==> config.mk <==
export PLATFORM = sky130hd
export DESIGN_NAME = sncb_config_bank
export DESIGN_NICKNAME = d
export VERILOG_FILES = /design/src/rtl/sncb_pkg.sv /design/src/rtl/sncb_if.sv /design/src/rtl/sncb_axis_compare.sv /design/src/rtl/sncb_config_bank.sv /design/src/rtl/sncb_record_writer.sv
export SDC_FILE = /design/constraint.sdc
export NUM_CORES = 1
export LEC_CHECK = 0
export BUFFER_PORTS_ARGS = -buffer_cell sky130_fd_sc_hd__buf_2
export CAP_MARGIN = 10
export CORE_MARGIN = 2
export CORE_UTILIZATION = 30
export DETAILED_ROUTE_END_ITERATION = 7
export SETUP_SLACK_MARGIN = 0.3
export SYNTH_ARGS = -nofsm -noshare
export SYNTH_HDL_FRONTEND = slang
export SYNTH_SLANG_ARGS = --single-unit
==> constraint.sdc <==
create_clock -name clk_sys -period 4.29 [get_ports clk_sys]
set_input_delay 0.429 -clock clk_sys [delete_from_list [all_inputs] [get_ports clk_sys]]
set_output_delay 0.429 -clock clk_sys [all_outputs]
set_load 0.1 [all_outputs]
==> src/rtl/sncb_pkg.sv <==
//****************************************************************
// sensor non-volatile configuration bank constants
//****************************************************************
// Purpose: offsets, field positions, reset values and timing of the bank
// Assumes: word access port delivered by the serial front end
// Notes: one word per offset, reserved bits read as zero
// Behaviour
// - reads always allowed, writes need customer access except the result word clear
// - bits 23:21 select rate versus resolution
// - plate mode 0 single, 2 common, others refused
// - checksum enable appends check byte to reads
// - bit 17 set ignores address select pins
// - stored address used when disabled or pins high
// - bit 9 selects 1.8 V or 3 V levels
// - bits 8:6 enable Z, Y, X conversions
// - bit 5 latches interrupt status and output
// - bits 4:0 are inert user storage bits
// - bit 24 selects signed or absolute compare
// - bit 23 selects threshold or delta compare, delta only in duty-cycled low power mode
// - bit 22 is the stored event record
// - bit 21 auto-programs the event record
// - bits 20:18 enable Z, Y, X interrupts
// - six-bit thresholds Z 17:12, Y 11:6, X 5:0
// - latched status cleared by writing one only
package sncb_pkg;

  //****************************************************************
  // word offsets
  //****************************************************************
  localparam int ADDR_W = 8;
  localparam logic [7:0] OFS_SENSE = 8'h02;
  localparam logic [7:0] OFS_INTC = 8'h03;
  localparam logic [7:0] OFS_RESULT = 8'h28;
  localparam logic [7:0] OFS_STATUS = 8'h29;

  //****************************************************************
  // sensing and bus word fields
  //****************************************************************
  localparam int RATE_LSB = 21;
  localparam int PLATE_LSB = 19;
  localparam int CRC_BIT = 18;
  localparam int PIN_DIS_BIT = 17;
  localparam int ADDR_LSB = 10;
  localparam int LEVEL_BIT = 9;
  localparam int AXIS_EN_LSB = 6;
  localparam int LATCH_BIT = 5;
  localparam logic [31:0] SENSE_MASK = 32'h00FF_FFFF;
  localparam logic [31:0] SENSE_RESET = 32'h0000_03C0;
  localparam logic [1:0] PLATE_SINGLE = 2'h0;
  localparam logic [1:0] PLATE_COMMON = 2'h2;

  //****************************************************************
  // interrupt word fields
  //****************************************************************
  localparam int SIGNED_BIT = 24;
  localparam int DELTA_BIT = 23;
  localparam int RECORD_BIT = 22;
  localparam int RECORD_EN_BIT = 21;
  localparam int INT_EN_LSB = 18;
  localparam int THR_W = 6;
  localparam int THR_X_LSB = 0;
  localparam int THR_Y_LSB = 6;
  localparam int THR_Z_LSB = 12;
  localparam logic [31:0] INTC_MASK = 32'h01FF_FFFF;
  localparam logic [31:0] INTC_RESET = 32'h0000_0000;

  //****************************************************************
  // volatile word bits
  //****************************************************************
  localparam int INT_STATUS_BIT = 6;
  localparam int INT_WRITE_BIT = 20;

  //****************************************************************
  // timing
  //****************************************************************
  localparam int CLK_HZ = 20_000_000;
  localparam int NV_WRITE_TIME_US = 10;
  localparam int NV_WRITE_CYCLES = NV_WRITE_TIME_US * (CLK_HZ / 1_000_000);

endpackage : sncb_pkg

==> src/rtl/sncb_if.sv <==
//****************************************************************
// carriers between the bank and its helpers
//****************************************************************
// Purpose: comparator and record-writer connections
// Assumes: single clock domain
// Notes: none

// comparator: configuration and samples in, hit out
interface sncb_cmp_if;
  logic [31:0] int_cfg;
  logic meas_valid;
  logic [11:0] meas_x;
  logic [11:0] meas_y;
  logic [11:0] meas_z;
  logic lp_active;
  logic hit;
  modport bank (output int_cfg, meas_valid, meas_x, meas_y, meas_z, lp_active, input hit);
  modport compare (input int_cfg, meas_valid, meas_x, meas_y, meas_z, lp_active, output hit);
endinterface : sncb_cmp_if

// record writer: start pulse in, busy level and done pulse out
interface sncb_nvw_if;
  logic start;
  logic busy;
  logic done;
  modport bank (output start, input busy, done);
  modport writer (input start, output busy, done);
endinterface : sncb_nvw_if

==> src/rtl/sncb_axis_compare.sv <==
//****************************************************************
// per-axis threshold comparator
//****************************************************************
// Purpose: turns samples and interrupt word into an event level
// Assumes: samples are 12-bit two's complement
// Notes: threshold scaled by THR_SHIFT onto the sample range
module sncb_axis_compare import sncb_pkg::*; #(
  parameter int THR_SHIFT = 0
) (
  input wire logic clk_sys,
  input wire logic reset,
  sncb_cmp_if.compare cmp
);

  typedef struct packed {
    logic [11:0] ref_x;
    logic [11:0] ref_y;
    logic [11:0] ref_z;
    logic have_ref;
    logic hit;
  } sncb_cmp_st_t;

  sncb_cmp_st_t st_reg;
  sncb_cmp_st_t st_next;

  // one axis against its threshold, signed or absolute
  function automatic logic axis_hit(input logic signed [12:0] v, input logic [5:0] thr,
                                    input logic signed_mode);
    logic signed [12:0] ts;
    logic [12:0] tu;
    logic [12:0] mag;
    ts = $signed({{7{thr[5]}}, thr}) <<< THR_SHIFT;
    tu = {7'h00, thr} << THR_SHIFT;
    mag = v[12] ? 13'(-v) : 13'(v);
    if (signed_mode) begin
      return ts[12] ? (v < ts) : (v > ts);
    end
    return mag > tu;
  endfunction

  // signed difference or plain sample widened to 13 bits
  function automatic logic signed [12:0] axis_val(input logic [11:0] m, input logic [11:0] r,
                                                  input logic use_ref);
    logic signed [12:0] mv;
    mv = $signed({m[11], m});
    return use_ref ? 13'(mv - $signed({r[11], r})) : mv;
  endfunction

  // next state
  always_comb begin
    logic delta;
    logic sgn;
    logic [2:0] en;
    delta = cmp.int_cfg[DELTA_BIT] && cmp.lp_active;
    sgn = cmp.int_cfg[SIGNED_BIT];
    en = cmp.int_cfg[INT_EN_LSB +: 3];
    st_next = st_reg;
    if (!cmp.lp_active) begin
      st_next.have_ref = 1'b0;
    end
    if (cmp.meas_valid) begin
      if (delta && !st_reg.have_ref) begin
        st_next.ref_x = cmp.meas_x;
        st_next.ref_y = cmp.meas_y;
        st_next.ref_z = cmp.meas_z;
        st_next.have_ref = 1'b1;
        st_next.hit = 1'b0;
      end else begin
        st_next.hit =
          (en[0] && axis_hit(axis_val(cmp.meas_x, st_reg.ref_x, delta),
                             cmp.int_cfg[THR_X_LSB +: THR_W], sgn)) ||
          (en[1] && axis_hit(axis_val(cmp.meas_y, st_reg.ref_y, delta),
                             cmp.int_cfg[THR_Y_LSB +: THR_W], sgn)) ||
          (en[2] && axis_hit(axis_val(cmp.meas_z, st_reg.ref_z, delta),
                             cmp.int_cfg[THR_Z_LSB +: THR_W], sgn));
      end
    end
  end

  // state register
  always_ff @(posedge clk_sys or posedge reset) begin
    if (reset) begin
      st_reg <= '0;
    end else begin
      st_reg <= st_next;
    end
  end

  assign cmp.hit = st_reg.hit;

endmodule // sncb_axis_compare

==> src/rtl/sncb_config_bank.sv <==
//****************************************************************
// sensor non-volatile configuration bank
//****************************************************************
// Purpose: two configuration words, interrupt status and bus address
// Assumes: serial front end presents decoded word reads and writes
// Notes: words reset to their defaults, standing in for stored values
module sncb_config_bank import sncb_pkg::*; #(
  parameter logic [1:0] PLATE_DEFAULT = PLATE_SINGLE,
  parameter int THR_SHIFT = 0,
  parameter int WRITE_CYCLES = NV_WRITE_CYCLES
) (
  input wire logic clk_sys,
  input wire logic reset,
  input wire logic [ADDR_W-1:0] acc_addr,
  input wire logic acc_wr,
  input wire logic [31:0] acc_wdata,
  input wire logic acc_rd,
  output logic [31:0] acc_rdata,
  input wire logic customer_access,
  input wire logic addr_pins_at_supply,
  input wire logic [6:0] pin_address,
  output logic [6:0] bus_address,
  output logic crc_append,
  output logic input_level_1v8,
  output logic [2:0] rate_resolution_select,
  output logic [1:0] plate_mode,
  output logic [2:0] axis_convert_en,
  input wire logic meas_valid,
  input wire logic [11:0] meas_x,
  input wire logic [11:0] meas_y,
  input wire logic [11:0] meas_z,
  input wire logic duty_cycled_low_power_mode,
  output logic int_status,
  output logic int_n,
  output logic record_write_busy
);

  //****************************************************************
  // state
  //****************************************************************
  typedef struct packed {
    logic [31:0] sense;
    logic [31:0] intc;
    logic pin_s1;
    logic pin_s2;
    logic pin_s3;
    logic pin_high;
    logic [6:0] addr;
    logic int_status;
    logic hit_q;
    logic nvw_start;
    logic [31:0] rdata;
  } sncb_bank_st_t;

  sncb_bank_st_t st_reg;
  sncb_bank_st_t st_next;

  sncb_cmp_if cmp_if ();
  sncb_nvw_if nvw_if ();

  //****************************************************************
  // helpers
  //****************************************************************

  // plate mode code allowed to be stored
  function automatic logic plate_ok(input logic [1:0] code);
    return (code == PLATE_SINGLE) || (code == PLATE_COMMON);
  endfunction

  // word presented on a read of the given offset
  function automatic logic [31:0] read_word(input logic [ADDR_W-1:0] a,
                                            input sncb_bank_st_t s, input logic busy);
    logic [31:0] w;
    w = 32'h0000_0000;
    unique case (a)
      OFS_SENSE: w = s.sense & SENSE_MASK;
      OFS_INTC: w = s.intc & INTC_MASK;
      OFS_RESULT: w[INT_STATUS_BIT] = s.int_status;
      OFS_STATUS: w[INT_WRITE_BIT] = busy;
      default: w = 32'h0000_0000;
    endcase
    return w;
  endfunction

  //****************************************************************
  // helper instances
  //****************************************************************

  // samples and interrupt word to comparator
  assign cmp_if.int_cfg = st_reg.intc;
  assign cmp_if.meas_valid = meas_valid;
  assign cmp_if.meas_x = meas_x;
  assign cmp_if.meas_y = meas_y;
  assign cmp_if.meas_z = meas_z;
  assign cmp_if.lp_active = duty_cycled_low_power_mode;
  assign nvw_if.start = st_reg.nvw_start;

  sncb_axis_compare #(
    .THR_SHIFT(THR_SHIFT)
  ) u_compare (
    .clk_sys(clk_sys),
    .reset(reset),
    .cmp(cmp_if.compare)
  );

  sncb_record_writer #(
    .WRITE_CYCLES(WRITE_CYCLES)
  ) u_writer (
    .clk_sys(clk_sys),
    .reset(reset),
    .nvw(nvw_if.writer)
  );

  //****************************************************************
  // next state
  //****************************************************************
  always_comb begin
    logic wr_sense;
    logic wr_intc;
    logic wr_result;
    logic [31:0] w;
    logic event_rise;
    wr_sense = 1'b0;
    wr_intc = 1'b0;
    wr_result = 1'b0;
    w = 32'h0000_0000;
    event_rise = 1'b0;
    st_next = st_reg;

    // three-stage pin synchroniser, change taken when stages two and three agree
    st_next.pin_s1 = addr_pins_at_supply;
    st_next.pin_s2 = st_reg.pin_s1;
    st_next.pin_s3 = st_reg.pin_s2;
    if (st_reg.pin_s2 == st_reg.pin_s3) begin
      st_next.pin_high = st_reg.pin_s3;
    end

    if (acc_wr && customer_access) begin
      wr_sense = (acc_addr == OFS_SENSE);
      wr_intc = (acc_addr == OFS_INTC);
    end
    // volatile result word clear is not access gated
    wr_result = acc_wr && (acc_addr == OFS_RESULT);

    // sensing and bus word update
    if (wr_sense) begin
      w = acc_wdata & SENSE_MASK;
      // reserved plate codes keep the old mode
      if (!plate_ok(w[PLATE_LSB +: 2])) begin
        w[PLATE_LSB +: 2] = st_reg.sense[PLATE_LSB +: 2];
      end
      // user bits stored, read nowhere else
      st_next.sense = w;
    end

    if (wr_intc) begin
      st_next.intc = acc_wdata & INTC_MASK;
    end

    // record programmed on each new event while bit 21 is set and the writer is idle
    event_rise = cmp_if.hit && !st_reg.hit_q;
    st_next.hit_q = cmp_if.hit;
    st_next.nvw_start = event_rise && st_reg.intc[RECORD_EN_BIT] && !nvw_if.busy;
    // completed programming sets record, wins over a write
    if (nvw_if.done) begin
      st_next.intc[RECORD_BIT] = 1'b1;
    end

    // latched status holds, plain status follows the event
    if (st_reg.sense[LATCH_BIT]) begin
      // write one clears, a new event wins
      if (wr_result && acc_wdata[INT_STATUS_BIT]) begin
        st_next.int_status = 1'b0;
      end
      if (cmp_if.hit) begin
        st_next.int_status = 1'b1;
      end
    end else begin
      st_next.int_status = cmp_if.hit;
    end

    if (st_reg.sense[PIN_DIS_BIT] || st_reg.pin_high) begin
      st_next.addr = st_reg.sense[ADDR_LSB +: 7];
    end else begin
      st_next.addr = pin_address;
    end

    if (acc_rd) begin
      st_next.rdata = read_word(acc_addr, st_reg, nvw_if.busy);
    end
  end

  //****************************************************************
  // state register
  //****************************************************************
  always_ff @(posedge clk_sys or posedge reset) begin
    if (reset) begin
      st_reg <= '{sense: SENSE_RESET | (32'(PLATE_DEFAULT) << PLATE_LSB),
                  intc: INTC_RESET,
                  default: '0};
    end else begin
      st_reg <= st_next;
    end
  end

  //****************************************************************
  // outputs
  //****************************************************************

  // read data and address from flops
  assign acc_rdata = st_reg.rdata;
  assign bus_address = st_reg.addr;

  // checksum byte request to the serial front end
  assign crc_append = st_reg.sense[CRC_BIT];

  assign input_level_1v8 = st_reg.sense[LEVEL_BIT];

  assign rate_resolution_select = st_reg.sense[RATE_LSB +: 3];

  assign plate_mode = st_reg.sense[PLATE_LSB +: 2];

  // conversion enables, bit 0 X, bit 1 Y, bit 2 Z
  assign axis_convert_en = st_reg.sense[AXIS_EN_LSB +: 3];

  // status and active-low output track together
  assign int_status = st_reg.int_status;
  assign int_n = !st_reg.int_status;

  assign record_write_busy = nvw_if.busy;

endmodule // sncb_config_bank

==> src/rtl/sncb_record_writer.sv <==
//****************************************************************
// non-volatile record write timer
//****************************************************************
// Purpose: models the programming time of the event record bit
// Assumes: start ignored while busy
// Notes: done pulses one cycle as busy falls
module sncb_record_writer import sncb_pkg::*; #(
  parameter int WRITE_CYCLES = NV_WRITE_CYCLES
) (
  input wire logic clk_sys,
  input wire logic reset,
  sncb_nvw_if.writer nvw
);

  typedef struct packed {
    logic busy;
    logic done;
    logic [15:0] count;
  } sncb_nvw_st_t;

  sncb_nvw_st_t st_reg;
  sncb_nvw_st_t st_next;

  // programming countdown
  always_comb begin
    st_next = st_reg;
    st_next.done = 1'b0;
    if (!st_reg.busy) begin
      if (nvw.start) begin
        st_next.busy = 1'b1;
        st_next.count = 16'(WRITE_CYCLES - 1);
      end
    end else if (st_reg.count == 16'h0000) begin
      st_next.busy = 1'b0;
      st_next.done = 1'b1;
    end else begin
      st_next.count = st_reg.count - 16'h0001;
    end
  end

  // state register
  always_ff @(posedge clk_sys or posedge reset) begin
    if (reset) begin
      st_reg <= '0;
    end else begin
      st_reg <= st_next;
    end
  end

  assign nvw.busy = st_reg.busy;
  assign nvw.done = st_reg.done;

endmodule // sncb_record_writer
==> impl_metrics.json <==
{
  "critical_path_class": "flip-flop to flip-flop",
  "rows": 69,
  "grtUsageTotal": 0.160,
  "fmax_mhz": 234,
  "ys_seq_elements": 144,
  "fin_crit_ns": 4.27,
  "place_ws_ns": -0.529,
  "holdPathStages": 1,
  "power_frac_seq": 0.376,
  "drc": 0,
  "grt_first_pass_wirelength_mm": 47.1,
  "min_from": "addr_pins_at_supply",
  "clock_power_share": 0.349,
  "ys_top_cells_by_count": "140 x dfrtp_1, 113 x inv_1, 105 x mux2_2, 94 x ha_1, 78 x nand2_1",
  "path_clk_slew_ns": 0.07,
  "htree_levels": 4,
  "grt_pass1_vias": 9234,
  "start_kind": "flip-flop",
  "slew_viol_final": 0,
  "syn2layout_area_growth_pct": 21.2,
  "maxCapViolCount": 0,
  "cp_max_fo": 7,
  "slew_headroom": 0.305,
  "fp.dieArea_sq_um": 37300,
  "largest_register_ff_count": 37,
  "synth_area_leaders": "dfrtp_1 33%, mux2_2 11%, ha_1 11%",
  "gr-total-overflow": 0,
  "power.leakage_nw": 6.14,
  "coreArea_sq_um": 35400,
  "drive_gt1_frac": 0.307,
  "synthFlopType": "dfrtp_1",
  "clock-root-buffer": "clkbuf_16",
  "routed_wl_mm": 28.8,
  "yosysTopAreaCellShare": 0.326,
  "drtIter0Drc": 414,
  "die_y_um": 193,
  "reg2reg_slack_ns": 0.02,
  "cts_max_path_buffers": 2,
  "finalSetupViolations": 0,
  "place_hpwl_mm": 21.8,
  "peakVddDrop_v": 0.000300,
  "yosysUniqueCellTypes": 80,
  "timing.rr.start": "u_compare.st_reg[2]",
  "r2r_end": "u_compare.cmp.hit",
  "synth_area_leader_cell": "dfrtp_1",
  "cts_sinks": 144,
  "rr_worst_depth": 19,
  "worst_pin_slew_ns": 1.04,
  "io_buffers": 128,
  "cp.required_ns": 4.61,
  "rsz0062_at_grt": "true",
  "synth_edf_count": 0,
  "syn-cell-area_sq_um": 10700,
  "yosys_warnings": 0,
  "initial_core_util": 0.303,
  "min_to": "st_next[44]",
  "vias_per_cell": 4.96,
  "period_share": 0.996,
  "insertion_delay_ns": 0.45,
  "swShare": 0.340,
  "cts_tree": "built",
  "layout.nets": 1537,
  "vias": 9054,
  "cellPowerDensity_nw_per_um2": 324,
  "switching_power_mw": 1.43,
  "place.gp.congestion": 0.878,
  "yosysMostFrequentCell": "dfrtp_1",
  "drt-wirelength-per-cell_um": 15.8,
  "layout_setup_ws_ns": 0.0150,
  "ant_nets": 0,
  "avgSynthCellArea_sq_um": 9.22,
  "end_kind": "flip-flop",
  "synthCells": 1165,
  "antenna_found_initial": 0,
  "hold_class": "input port to flip-flop",
  "skew_ns": 0.0160,
  "p_int_mw": 2.78,
  "setup_tns_ns": 0,
  "cts_buffers": 17,
  "finalHoldViolCount": 0,
  "async_reset_ff_frac": 1.00,
  "grt_max_degree": 145,
  "arrival_ns": 4.59,
  "final_core_util": 0.368,
  "ys_seq_area_frac": 0.336,
  "first_pass_iters": 5,
  "status": "finished, final reports clean",
  "comb_power_share": 0.275,
  "ios": 143,
  "hold_buffers": 0,
  "fp.dieW_um": 193
}
==> worst max-delay path by stage <==
stage	from	to	slack, ns
floorplan	meas_x[0]	u_compare.cmp.hit	0.01
global placement	meas_z[0]	u_compare.cmp.hit	-0.35
detailed placement	meas_x[0]	u_compare.cmp.hit	-0.53
CTS	u_compare.st_reg[2]	u_compare.cmp.hit	0.01
global route	u_compare.st_reg[2]	u_compare.cmp.hit	-0.30
finish	u_compare.st_reg[2]	u_compare.cmp.hit	0.02
==> through the flow <==
| stage | hold slack [ns] | total power, mW | cells | area (sq um) |
|---|---|---|---|---|
| 2_1_floorplan | 0.331 | 2.40 | 1171 | 10800 |
| 3_3_place_gp | 0.334 | 2.72 | 1790 | 12400 |
| 3_5_place_dp | 0.338 | 2.75 | 1790 | 12400 |
| 4_1_cts | 0.0700 | 4.27 | 1823 | 13000 |
| 5_1_grt | 0.0762 | 4.48 | 1823 | 13000 |
| 6_report | 0.0922 | 4.22 | 1824 | 13000 |
==> power by group through the flow <==
stage | logic, mW | clock network (mW) | registers, mW
finish | 1.16 | 1.47 | 1.59
global route | 1.30 | 1.57 | 1.61
CTS | 1.16 | 1.52 | 1.59
detailed placement | 1.14 | 0 | 1.61
global placement | 1.12 | 0 | 1.60
floorplan | 0.795 | 0 | 1.60
==> repair_timing <==
item                       CTS  global route
setup endpoints to repair    1             1
buffers inserted             1             0
pin swaps                    9             0
gates resized for setup     15             2
==> layout by cell type, fill, tap and decap left out, types with 9 or more instances in the layout <==
cell       instances
a21o_1            13
a21oi_1           48
a31oi_1           10
buf_2            128
buf_4            119
clkbuf_16         17
dfrtp_1          140
ha_1              93
inv_1            112
mux2_2           105
nand2_1           77
nand2b_1           9
nand3_1           28
nand4_1           19
nor2_1            62
nor2b_1           21
nor3_1            27
o211ai_1          10
o21a_1            25
o21ai_0           46
o22ai_1           16
o31ai_1            9
or3_1             15
xnor2_1           22
xor2_1            10
==> metal layers <==
layer	global-route usage	wire [um]
met5	0	0
met4	0.0428	390
met3	0.0355	1430
met2	0.248	12400
met1	0.225	14500
==> worst max-delay path: stages (launching register included) <==
cell       delay, ns
dfrtp_1         0.37
ha_2            0.18
inv_1           0.05
fa_2            0.35
a21oi_2         0.18
o2111ai_1       0.15
a31o_2          0.26
a31o_1          0.22
or2_4           0.27
nor2_2          0.12
xor2_1          0.17
ha_1            0.26
a21o_1          0.18
a21oi_1         0.15
nand2_1         0.09
a221oi_2        0.22
o311ai_1        0.14
or4_1           0.43
o31ai_2         0.22
o311ai_1        0.14
==> cell type report <==
class	count	area (sq um)
fillers	3605	22400
multi-input cells	823	6250
flip-flops and latches	144	3610
repair buffers	249	1570
well taps	461	577
clock buffers	21	470
inverters	114	432
clock inverters	11	95.1
diodes	1	2.50
==> cells by family after synthesis <==
| kind of cell | share of synthesized area |
|---|---|
| flip-flops | 0.336 |
| AO/OA/AOI/OAI | 0.163 |
| XOR/XNOR | 0.0261 |
| AND/OR/NAND/NOR | 0.153 |
| adder cells (fa/ha/maj) | 0.116 |
| multiplexers | 0.115 |
| other | 0.000349 |
| buffers and inverters | 0.0905 |
Power figures use the tool's default switching activity.
